[config.mk]
export PLATFORM = sky130hd
export DESIGN_NAME = qu_channel
export DESIGN_NICKNAME = d
export VERILOG_FILES = /design/src/common/qu_pkg.sv /design/src/rtl/qu_fifo.sv /design/src/rtl/qu_channel.sv
export VERILOG_INCLUDE_DIRS = /design/src /design/src/common
export SDC_FILE = /design/constraint.sdc
export NUM_CORES = 1
export LEC_CHECK = 0
export ABC_AREA = 1
export BUFFER_PORTS_ARGS = -buffer_cell sky130_fd_sc_hd__clkbuf_2
export CAP_MARGIN = 25
export CORE_AREA = 2 2 272 274
export CTS_BUF_LIST = sky130_fd_sc_hd__clkbuf_2
export DETAILED_ROUTE_END_ITERATION = 6
export DIE_AREA = 0 0 274 276
export GPL_TIMING_DRIVEN = 0
export PLACE_DENSITY = 0.38
export SYNTH_ARGS = -nofsm -noshare
export SYNTH_HDL_FRONTEND = slang
export SYNTH_SLANG_ARGS = --single-unit
[constraint.sdc]
create_clock -name i_clk -period 6.28 [get_ports i_clk]
set_clock_uncertainty 0.1 [all_clocks]
set_input_delay 0 -clock i_clk [delete_from_list [all_inputs] [get_ports i_clk]]
set_output_delay 0 -clock i_clk [all_outputs]
set_load 0.02 [all_outputs]
[src/common/qu_map.svh]
// register offsets, field positions, reset values and timing counts of one serial channel
`ifndef QU_MAP_SVH
`define QU_MAP_SVH
`define QU_A_DATA      3'h0
`define QU_A_MASK      3'h1
`define QU_A_CTRL      3'h2
`define QU_A_FMT       3'h3
`define QU_A_MODEM     3'h4
`define QU_A_LSTAT     3'h5
`define QU_A_MSTAT     3'h6
`define QU_A_SCRATCH   3'h7
`define QU_FMT_DLAB    7
`define QU_CTL_EN      0
`define QU_CTL_RXCLR   1
`define QU_CTL_TXCLR   2
`define QU_CTL_DMA     3
`define QU_CTL_TRG_LO  6
`define QU_CTL_TRG_HI  7
`define QU_IM_RX       0
`define QU_IM_TX       1
`define QU_IM_LINE     2
`define QU_IM_MODEM    3
`define QU_RST_MASK    8'h00
`define QU_RST_CTRL    8'h00
`define QU_RST_FMT     8'h00
`define QU_RST_SCRATCH 8'hFF
`define QU_TRG_1       5'h01
`define QU_TRG_4       5'h04
`define QU_TRG_8       5'h08
`define QU_TRG_14      5'h0E
`define QU_TX_TRG      5'h01
`define QU_OVS         4'hF
`define QU_MID_TICK    4'h7
`define QU_BITS        4'h8
`define QU_SRC_NONE    4'h1
`define QU_SRC_LINE    4'h6
`define QU_SRC_RX      4'h4
`define QU_SRC_TX      4'h2
`define QU_SRC_MODEM   4'h0
`endif

[src/common/qu_pkg.sv]
// types shared by the serial channel
package qu_pkg;
  typedef enum logic [1:0] {QU_IDLE, QU_START, QU_DATA, QU_STOP} qu_rx_state_t;
  typedef enum logic [1:0] {QU_TIDLE, QU_TSTART, QU_TDATA, QU_TSTOP} qu_tx_state_t;
  typedef struct packed {
    logic       rd;
    logic       wr;
    logic [2:0] addr;
    logic [7:0] wdata;
  } qu_req_t;
  typedef struct packed {
    logic       fifo_err;
    logic       all_empty;
    logic       hold_empty;
    logic       brk;
    logic       frame_err;
    logic       par_err;
    logic       overrun;
    logic       ready;
  } qu_lstat_t;
endpackage

[src/rtl/qu_fifo.sv]
// synchronous fifo with valid/ready on both sides and fill count
`timescale 1ns/1ps
module qu_fifo #(
  parameter int W = 8,
  parameter int D = 16
) (
  input  wire logic                 i_clk,
  input  wire logic                 i_rstn,
  input  wire logic                 i_clr,
  input  wire logic                 i_valid,
  output logic                      o_ready,
  input  wire logic [W-1:0]         i_data,
  output logic                      o_valid,
  input  wire logic                 i_ready,
  output logic [W-1:0]              o_data,
  output logic [$clog2(D):0]        o_count
);
  localparam int AW = $clog2(D);
  logic [W-1:0]  mem [D];
  logic [AW-1:0] wp_q;
  logic [AW-1:0] rp_q;
  logic [AW:0]   cnt_q;
  logic          push;
  logic          pop;

  assign o_ready = (cnt_q != D[AW:0]);
  assign o_valid = (cnt_q != '0);
  assign o_data  = mem[rp_q];
  assign o_count = cnt_q;
  assign push    = i_valid & o_ready;
  assign pop     = o_valid & i_ready;

  always_ff @(posedge i_clk) begin
    if (push) begin
      mem[wp_q] <= i_data;
    end
  end

  always_ff @(posedge i_clk or negedge i_rstn) begin
    if (!i_rstn) begin
      wp_q  <= '0;
      rp_q  <= '0;
      cnt_q <= '0;
    end else if (i_clr) begin
      wp_q  <= '0;
      rp_q  <= '0;
      cnt_q <= '0;
    end else begin
      if (push) begin
        wp_q <= (wp_q == AW'(D - 1)) ? '0 : wp_q + 1'b1;
      end
      if (pop) begin
        rp_q <= (rp_q == AW'(D - 1)) ? '0 : rp_q + 1'b1;
      end
      cnt_q <= cnt_q + (AW+1)'(push) - (AW+1)'(pop);
    end
  end
endmodule

[src/rtl/qu_channel.sv]
// one serial channel: host registers, queues, transmitter, receiver, dma pins
`timescale 1ns/1ps
`include "qu_map.svh"
module qu_channel import qu_pkg::*; #(
  parameter int DEPTH = 16
) (
  input  wire logic       i_clk,
  input  wire logic       i_rstn,
  input  wire logic       i_rd,
  input  wire logic       i_wr,
  input  wire logic [2:0] i_addr,
  input  wire logic [7:0] i_wdata,
  output logic [7:0]      o_rdata,
  input  wire logic       i_tick16,
  input  wire logic       i_rx,
  input  wire logic       i_modem_irq,
  output logic            o_tx,
  output logic            o_irq,
  output logic            o_tx_ready_n,
  output logic            o_rx_ready_n,
  output logic            o_fmt_dlab
);
  localparam int CW = $clog2(DEPTH) + 1;
  qu_req_t      req;
  qu_lstat_t    ls;
  logic [7:0]   mask_q;
  logic         fen_q;
  logic         dma_q;
  logic [1:0]   trg_q;
  logic [7:0]   fmt_q;
  logic [7:0]   scr_q;
  logic [7:0]   dll_q;
  logic [7:0]   dlm_q;
  logic         rx_s1_q;
  logic         rx_s2_q;
  logic         rxclr;
  logic         txclr;
  logic         wr_data;
  logic         rd_data;
  logic         ctl_wr;
  logic [CW-1:0] rxcnt;
  logic [CW-1:0] txcnt;
  logic [4:0]   trg_lvl;
  logic         rx_full;
  logic         rx_avail;
  logic [7:0]   rx_head;
  logic         tx_room;
  logic         tx_avail;
  logic [7:0]   tx_head;
  logic         tx_take;
  logic         rx_push;
  logic [7:0]   rx_sh_q;
  logic         ovr_q;
  logic         fe_q;
  logic         brk_q;
  logic         rx_trig;
  logic         tx_trig;
  logic [3:0]   src;
  logic         tx_busy;

  assign req     = '{rd: i_rd, wr: i_wr, addr: i_addr, wdata: i_wdata};
  assign wr_data = req.wr && req.addr == `QU_A_DATA && !fmt_q[`QU_FMT_DLAB];
  assign rd_data = req.rd && req.addr == `QU_A_DATA && !fmt_q[`QU_FMT_DLAB];
  assign ctl_wr  = req.wr && req.addr == `QU_A_CTRL;
  // clear pulses fire only with the enable bit in the same write
  assign rxclr   = ctl_wr && req.wdata[`QU_CTL_EN] && req.wdata[`QU_CTL_RXCLR];
  assign txclr   = ctl_wr && req.wdata[`QU_CTL_EN] && req.wdata[`QU_CTL_TXCLR];

  // ----------------------------------------------------------------
  // host registers
  // ----------------------------------------------------------------
  always_ff @(posedge i_clk or negedge i_rstn) begin
    if (!i_rstn) begin
      mask_q <= `QU_RST_MASK;
    end else if (req.wr && req.addr == `QU_A_MASK && !fmt_q[`QU_FMT_DLAB]) begin
      mask_q <= {4'h0, req.wdata[3:0]};
    end
  end

  always_ff @(posedge i_clk or negedge i_rstn) begin
    if (!i_rstn) begin
      fen_q <= 1'b0;
      dma_q <= 1'b0;
      trg_q <= 2'h0;
    end else if (ctl_wr) begin
      fen_q <= req.wdata[`QU_CTL_EN];
      if (req.wdata[`QU_CTL_EN]) begin
        dma_q <= req.wdata[`QU_CTL_DMA];
        trg_q <= req.wdata[`QU_CTL_TRG_HI:`QU_CTL_TRG_LO];
      end
    end
  end

  always_ff @(posedge i_clk or negedge i_rstn) begin
    if (!i_rstn) begin
      fmt_q <= `QU_RST_FMT;
      scr_q <= `QU_RST_SCRATCH;
      dll_q <= 8'h00;
      dlm_q <= 8'h00;
    end else if (req.wr) begin
      if (req.addr == `QU_A_FMT) begin
        fmt_q <= req.wdata;
      end
      if (req.addr == `QU_A_SCRATCH) begin
        scr_q <= req.wdata;
      end
      if (fmt_q[`QU_FMT_DLAB] && req.addr == `QU_A_DATA) begin
        dll_q <= req.wdata;
      end
      if (fmt_q[`QU_FMT_DLAB] && req.addr == `QU_A_MASK) begin
        dlm_q <= req.wdata;
      end
    end
  end

  always_comb begin
    unique case (trg_q)
      2'h0: trg_lvl = `QU_TRG_1;
      2'h1: trg_lvl = `QU_TRG_4;
      2'h2: trg_lvl = `QU_TRG_8;
      2'h3: trg_lvl = `QU_TRG_14;
    endcase
  end

  // ----------------------------------------------------------------
  // queues; depth one while queues are off
  // ----------------------------------------------------------------
  qu_fifo #(.W(8), .D(DEPTH)) u_txq (
    .i_clk   (i_clk),
    .i_rstn  (i_rstn),
    .i_clr   (txclr),
    .i_valid (wr_data && tx_room),
    .o_ready (),
    .i_data  (req.wdata),
    .o_valid (tx_avail),
    .i_ready (tx_take),
    .o_data  (tx_head),
    .o_count (txcnt)
  );
  // holding space: one slot when queues off, else any free location
  assign tx_room = fen_q ? (txcnt != CW'(DEPTH)) : (txcnt == '0);

  qu_fifo #(.W(8), .D(DEPTH)) u_rxq (
    .i_clk   (i_clk),
    .i_rstn  (i_rstn),
    .i_clr   (rxclr),
    .i_valid (rx_push && !rx_full),
    .o_ready (),
    .i_data  (rx_sh_q),
    .o_valid (rx_avail),
    .i_ready (rd_data),
    .o_data  (rx_head),
    .o_count (rxcnt)
  );
  assign rx_full = fen_q ? (rxcnt == CW'(DEPTH)) : rx_avail;

  // ----------------------------------------------------------------
  // transmitter; writes past the free space are dropped
  // ----------------------------------------------------------------
  qu_tx_state_t tst_q;
  logic [3:0]   tph_q;
  logic [2:0]   tbit_q;
  logic [7:0]   tsh_q;
  logic         tload;
  assign tload   = (tst_q == QU_TIDLE || (tst_q == QU_TSTOP && i_tick16 && tph_q == `QU_OVS));
  assign tx_take = tload && tx_avail;
  assign tx_busy = (tst_q != QU_TIDLE);

  always_ff @(posedge i_clk or negedge i_rstn) begin
    if (!i_rstn) begin
      tst_q  <= QU_TIDLE;
      tph_q  <= 4'h0;
      tbit_q <= 3'h0;
      tsh_q  <= 8'h00;
      o_tx   <= 1'b1;
    end else if (tx_take) begin
      tst_q <= QU_TSTART;
      tsh_q <= tx_head;
      tph_q <= 4'h0;
      o_tx  <= 1'b0;
    end else if (tload) begin
      tst_q <= QU_TIDLE;
      o_tx  <= 1'b1;
    end else if (i_tick16) begin
      tph_q <= tph_q + 4'h1;
      if (tph_q == `QU_OVS) begin
        unique case (tst_q)
          QU_TSTART: begin
            tst_q  <= QU_TDATA;
            tbit_q <= 3'h0;
            o_tx   <= tsh_q[0];
          end
          QU_TDATA: begin
            tsh_q  <= {1'b0, tsh_q[7:1]};
            tbit_q <= tbit_q + 3'h1;
            if (tbit_q == 3'h7) begin
              tst_q <= QU_TSTOP;
              o_tx  <= 1'b1;
            end else begin
              o_tx <= tsh_q[1];
            end
          end
          default: tst_q <= tst_q;
        endcase
      end
    end
  end

  // ----------------------------------------------------------------
  // receiver with start validation
  // ----------------------------------------------------------------
  qu_rx_state_t rst_q;
  logic [3:0]   rph_q;
  logic [3:0]   rbit_q;
  always_ff @(posedge i_clk or negedge i_rstn) begin
    if (!i_rstn) begin
      rx_s1_q <= 1'b1;
      rx_s2_q <= 1'b1;
    end else begin
      rx_s1_q <= i_rx;
      rx_s2_q <= rx_s1_q;
    end
  end

  always_ff @(posedge i_clk or negedge i_rstn) begin
    if (!i_rstn) begin
      rst_q   <= QU_IDLE;
      rph_q   <= 4'h0;
      rbit_q  <= 4'h0;
      rx_sh_q <= 8'h00;
      rx_push <= 1'b0;
      fe_q    <= 1'b0;
      brk_q   <= 1'b0;
    end else begin
      rx_push <= 1'b0;
      if (rd_data && req.addr == `QU_A_DATA) begin
        fe_q <= fe_q;
      end
      if (i_tick16) begin
        rph_q <= rph_q + 4'h1;
        unique case (rst_q)
          QU_IDLE: begin
            rph_q <= 4'h0;
            if (!rx_s2_q) begin
              rst_q <= QU_START;
            end
          end
          QU_START: begin
            if (rph_q == `QU_MID_TICK) begin
              rph_q  <= 4'h0;
              rbit_q <= 4'h0;
              rst_q  <= rx_s2_q ? QU_IDLE : QU_DATA;
            end
          end
          QU_DATA: begin
            if (rph_q == `QU_OVS) begin
              rx_sh_q <= {rx_s2_q, rx_sh_q[7:1]};
              rbit_q  <= rbit_q + 4'h1;
              if (rbit_q == `QU_BITS - 4'h1) begin
                rst_q <= QU_STOP;
              end
            end
          end
          QU_STOP: begin
            if (rph_q == `QU_OVS) begin
              rst_q   <= QU_IDLE;
              rx_push <= 1'b1;
              fe_q    <= !rx_s2_q;
              brk_q   <= !rx_s2_q && rx_sh_q == 8'h00;
            end
          end
        endcase
      end
    end
  end

  // overrun when a character arrives to a full receiver; set wins over read clear
  always_ff @(posedge i_clk or negedge i_rstn) begin
    if (!i_rstn) begin
      ovr_q <= 1'b0;
    end else if (rx_push && rx_full) begin
      ovr_q <= 1'b1;
    end else if (req.rd && req.addr == `QU_A_LSTAT) begin
      ovr_q <= 1'b0;
    end
  end

  // ----------------------------------------------------------------
  // status, interrupt and dma pins
  // ----------------------------------------------------------------
  assign ls.ready      = rx_avail;
  assign ls.overrun    = ovr_q;
  assign ls.par_err    = 1'b0;
  assign ls.frame_err  = fe_q;
  assign ls.brk        = brk_q;
  assign ls.hold_empty = !tx_avail;
  assign ls.all_empty  = !tx_avail && !tx_busy;
  assign ls.fifo_err   = fen_q && (fe_q || brk_q);

  assign rx_trig = fen_q ? ({1'b0, rxcnt} >= (CW+1)'(trg_lvl)) : rx_avail;
  assign tx_trig = (fen_q && dma_q) ? (txcnt < CW'(`QU_TX_TRG)) : !tx_avail;

  always_comb begin
    if (mask_q[`QU_IM_LINE] && (ovr_q || fe_q || brk_q)) begin
      src = `QU_SRC_LINE;
    end else if (mask_q[`QU_IM_RX] && rx_trig) begin
      src = `QU_SRC_RX;
    end else if (mask_q[`QU_IM_TX] && tx_trig) begin
      src = `QU_SRC_TX;
    end else if (mask_q[`QU_IM_MODEM] && i_modem_irq) begin
      src = `QU_SRC_MODEM;
    end else begin
      src = `QU_SRC_NONE;
    end
  end

  always_ff @(posedge i_clk or negedge i_rstn) begin
    if (!i_rstn) begin
      o_irq        <= 1'b0;
      o_tx_ready_n <= 1'b1;
      o_rx_ready_n <= 1'b1;
      o_fmt_dlab   <= 1'b0;
    end else begin
      o_irq      <= (src != `QU_SRC_NONE);
      o_fmt_dlab <= fmt_q[`QU_FMT_DLAB];
      if (fen_q && dma_q) begin
        o_tx_ready_n <= !tx_room;
        o_rx_ready_n <= !({1'b0, rxcnt} >= (CW+1)'(trg_lvl));
      end else begin
        o_tx_ready_n <= tx_avail;
        o_rx_ready_n <= !rx_avail;
      end
    end
  end

  always_ff @(posedge i_clk or negedge i_rstn) begin
    if (!i_rstn) begin
      o_rdata <= 8'h00;
    end else if (req.rd) begin
      unique case (req.addr)
        `QU_A_DATA:    o_rdata <= fmt_q[`QU_FMT_DLAB] ? dll_q : rx_head;
        `QU_A_MASK:    o_rdata <= fmt_q[`QU_FMT_DLAB] ? dlm_q : mask_q;
        `QU_A_CTRL:    o_rdata <= {fen_q, fen_q, 2'h0, src};
        `QU_A_FMT:     o_rdata <= fmt_q;
        `QU_A_MODEM:   o_rdata <= 8'h00;
        `QU_A_LSTAT:   o_rdata <= ls;
        `QU_A_MSTAT:   o_rdata <= 8'h00;
        `QU_A_SCRATCH: o_rdata <= scr_q;
      endcase
    end
  end
endmodule

==> qor.tcl <==
set qor(gp_congestion) 0.815
set qor(post_route_cells_drive_above_1_share_pct) 16.1
set qor(clk_pin_slew_ns) 0.10
set qor(syn_to_final_growth_pct) 17.4
set qor(drt_iter0_drc) 843
set qor(fmaxAchievable_mhz) 206
set qor(num_vias) 12216
set qor(most_used_flip_flop_cell_after_synthesis) {sky130_fd_sc_hd__edfxtp_1}
set qor(worstSetupPathType) {in2reg}
set qor(powerDensity_nw_per_um2) 380
set qor(most-common-layout-cells) {sky130_fd_sc_hd__nand2_1, sky130_fd_sc_hd__edfxtp_1, sky130_fd_sc_hd__nor2_1}
set qor(number_of_buffers_inserted_by_post_cts_setup_repair) 0
set qor(synth_enable_flop_cells) 256
set qor(grt_first_pass_wirelength_um) 76700
set qor(finish.cell_count_without_fillers) 2812
set qor(detail_route.first_pass.iterations) 5
set qor(nFillCells) 7816
set qor(die_height_um) 276
set qor(hold_viol_final) 0
set qor(grt_start_max_net_pins) 97
set qor(floorplan.initialDensity_pct) 22.9
set qor(worst_vdd_ir_v) 0.000120
set qor(final_slew_viol_count) 0
set qor(rsz0062_at_grt) {false}
set qor(h-tree-depth) 3
set qor(tightestPinTransition_ns) 0.995
set qor(top_level_port_count) 31
set qor(timing.max_cap.violations) 0
set qor(nets) 1828
set qor(resized_cells_post_cts) 0
set qor(route.detailed.wl_per_inst_um) 18.1
set qor(die_span_in_x_um) 274
set qor(synth_async_sr_flop_share_pct) 31.9
set qor(yosys.cell_types.count) 46
set qor(postSynthNetCount) 1636
set qor(critPathCaptureType) {flip-flop}
set qor(ys_top_cells_by_area) {sky130_fd_sc_hd__edfxtp_1, sky130_fd_sc_hd__dfrtp_1, sky130_fd_sc_hd__nand2_1}
set qor(hpwl_um) 33800
set qor(cts-root-buf) {sky130_fd_sc_hd__clkbuf_2}
set qor(drc) 0
set qor(timing.critical_path.from_type) {input pin}
set qor(dpl_cells) 2569
set qor(placementRows) 99
set qor(area_inside_the_core_boundary_um2) 72600
set qor(setup_total_negative_slack_ns) 0
set qor(netlist_area_um2) 16600
set qor(tritoncts_buffer_count) 104
set qor(multi_input_comb_area_um2) 5080
set qor(cts_tree) {built}
set qor(cts.path.max_buffers) 3
set qor(insertion_delay_ns) 1.14
set qor(synth-seq-area-share_pct) 64.5
set qor(globalRoute.totalOverflow) 0
set qor(total_leakage_power_nw) 7.93
set qor(post_synth_inst_count) 1579
set qor(yosys_warnings) 0
set qor(area.sequential_um2) 10700
set qor(track_usage_pct) 13.5
set qor(postSynthAreaPerCell_um2) 10.5
set qor(relSlewSlack_pct) 33.4
set qor(final_common_cell) {sky130_fd_sc_hd__nand2_1}
set qor(synth-seq-cells) 376
set qor(cell_taking_the_most_area_after_synthesis) {sky130_fd_sc_hd__edfxtp_1}
set qor(fin_crit_ns) 4.85
set qor(min-delay-path-class) {in2reg}
set qor(outcome) {finished clean}
set qor(cp_data_required_time_ns) 6.88
set qor(floorplan.die_area_um2) 75600
set qor(antenna_violations_before_repair) 7
set qor(vias_in_the_first_global_route) 12420
set qor(setup_viol) 0
set qor(synthDominantCellAreaShare_pct) 46.3
set qor(number_of_buffer_cells_added_on_primary_ports) 30
set qor(routed_via_density) 4.34
set qor(hold_fix_buffers_at_cts) 54
set qor(clock_sinks) 376
set qor(finalWirelength_um) 50800
set qor(final.period_utilization_pct) 77.2
set qor(timing.critical_path.arrival_ns) 5.45
set qor(ant_nets) 0
set qor(crit_path_max_fanout) 10
==> flip-flops by register name (all words and copies together), names as in the netlist, 5 cells and up, named ones only <==
name,cells
scr_q,8
rx_sh_q,8
u_rxq.mem,128
u_txq.o_count,5
u_txq.mem,128
tsh_q,8
dll_q,8
fmt_q,8
u_rxq.o_count,5
o_rdata,8
dlm_q,8
==> per-layer routing <==
layer	global-route usage [%]	vias to the layer above	routed length, µm
met4	5.02	2	1530
met1	18.3	5923	23400
met2	21.2	323	23300
met3	2.81	107	2570
met5	0	-	13
li1	-	5861	-
==> metrics by stage <==
step                worst slack (ns)  hold slack, ns  util, %  cell area (µm²)  power, mW
global placement                2.97         -0.0119     24.7            18000       5.65
finish                          1.43           0.141     26.9            19500       7.41
global route                    1.37          0.0947     26.9            19500       7.99
floorplan                       3.61          -0.396        -            16600       4.75
detailed placement              3.31          -0.195     24.8            18000       5.66
CTS                             1.64          0.0104     26.8            19500       7.55
==> critical path, cell delays in order <==
cell                            delay (ns)
sky130_fd_sc_hd__dlygate4sd3_1        0.55
sky130_fd_sc_hd__dlygate4sd3_1        0.58
sky130_fd_sc_hd__clkbuf_2             0.12
sky130_fd_sc_hd__dlygate4sd3_1        0.61
sky130_fd_sc_hd__nor2_2               0.12
sky130_fd_sc_hd__dlygate4sd3_1        0.59
sky130_fd_sc_hd__nand2_2              0.06
sky130_fd_sc_hd__dlygate4sd3_1        0.72
sky130_fd_sc_hd__inv_2                0.20
sky130_fd_sc_hd__nand3_2              0.08
sky130_fd_sc_hd__dlygate4sd3_1        0.60
sky130_fd_sc_hd__nor2_4               0.23
sky130_fd_sc_hd__nand2_1              0.22
sky130_fd_sc_hd__nor2_1               0.77
==> cells by family (layout without fill, tap and decap cells) <==
group / after synthesis / in the layout / share of synthesized area [%]
buffers and inverters: 181 / 451 / 4.93
and+or+nand+nor: 664 / 664 / 16.7
DFF: 376 / 376 / 64.5
muxes: 2 / 2 / 0.128
AOI/OAI and AO/OA: 313 / 313 / 10.5
adders and majority gates: 39 / 39 / 3.03
xor gates and xnor gates: 4 / 4 / 0.211
other: 0 / 4 / 0
==> power breakdown <==
part	internal (mW)	switching (mW)
Clock	0.711	1.09
Sequential	2.89	0.183
Combinational	0.821	1.71
==> path summary, 6_finish.rpt <==
check                                      start         endpoint  slack (ns)  cells past startpoint
worst max-delay path                   i_addr[1]  u_txq.mem[4][5]        1.43                     14
worst min-delay path                   i_addr[0]         dlm_q[0]        0.14                      7
worst max register to register  u_txq.o_count[2]  u_txq.mem[4][5]        2.86                      9
max in group asynchronous                 i_rstn             o_tx        4.94                      6
min in group asynchronous                 i_rstn       rx_sh_q[1]        0.36                      5
worst min register to register           rx_s1_q          rx_s2_q        0.26                      0
==> cell usage after synthesis (2+ instances only) <==
library cell / count
sky130_fd_sc_hd__nor2_4: 3
sky130_fd_sc_hd__dfrtp_1: 107
sky130_fd_sc_hd__inv_1: 102
sky130_fd_sc_hd__o21ai_1: 35
sky130_fd_sc_hd__a211oi_1: 3
sky130_fd_sc_hd__o21a_1: 3
sky130_fd_sc_hd__nand2_1: 295
sky130_fd_sc_hd__nand3_1: 81
sky130_fd_sc_hd__a31oi_1: 6
sky130_fd_sc_hd__o211ai_1: 39
sky130_fd_sc_hd__buf_4: 7
sky130_fd_sc_hd__xor2_1: 3
sky130_fd_sc_hd__o31ai_1: 3
sky130_fd_sc_hd__edfxtp_1: 256
sky130_fd_sc_hd__nor4_1: 2
sky130_fd_sc_hd__o21ai_0: 162
sky130_fd_sc_hd__nand4_1: 12
sky130_fd_sc_hd__nand2_2: 5
sky130_fd_sc_hd__a21oi_1: 51
sky130_fd_sc_hd__a22oi_1: 5
sky130_fd_sc_hd__nand2_4: 3
sky130_fd_sc_hd__fa_1: 2
sky130_fd_sc_hd__nor3_1: 7
sky130_fd_sc_hd__buf_6: 11
sky130_fd_sc_hd__buf_2: 24
sky130_fd_sc_hd__nand3_2: 5
sky130_fd_sc_hd__ha_1: 37
sky130_fd_sc_hd__clkbuf_1: 18
sky130_fd_sc_hd__nor2_1: 243
sky130_fd_sc_hd__dfstp_2: 13
sky130_fd_sc_hd__inv_2: 18
sky130_fd_sc_hd__nor2_2: 4
==> cell type report <==
| type | instances | share of cell area [%] |
|---|---|---|
| flip-flops and latches | 376 | 54.9 |
| multi-input cells | 1022 | 26.0 |
| well taps | 959 | 6.16 |
| clock buffers | 156 | 4.01 |
| repair buffers | 86 | 3.82 |
| inverters | 121 | 2.33 |
| plain buffers | 60 | 1.87 |
| clock inverters | 28 | 0.802 |
| diodes | 4 | 0.0514 |
(Power assumes the default switching activity.)
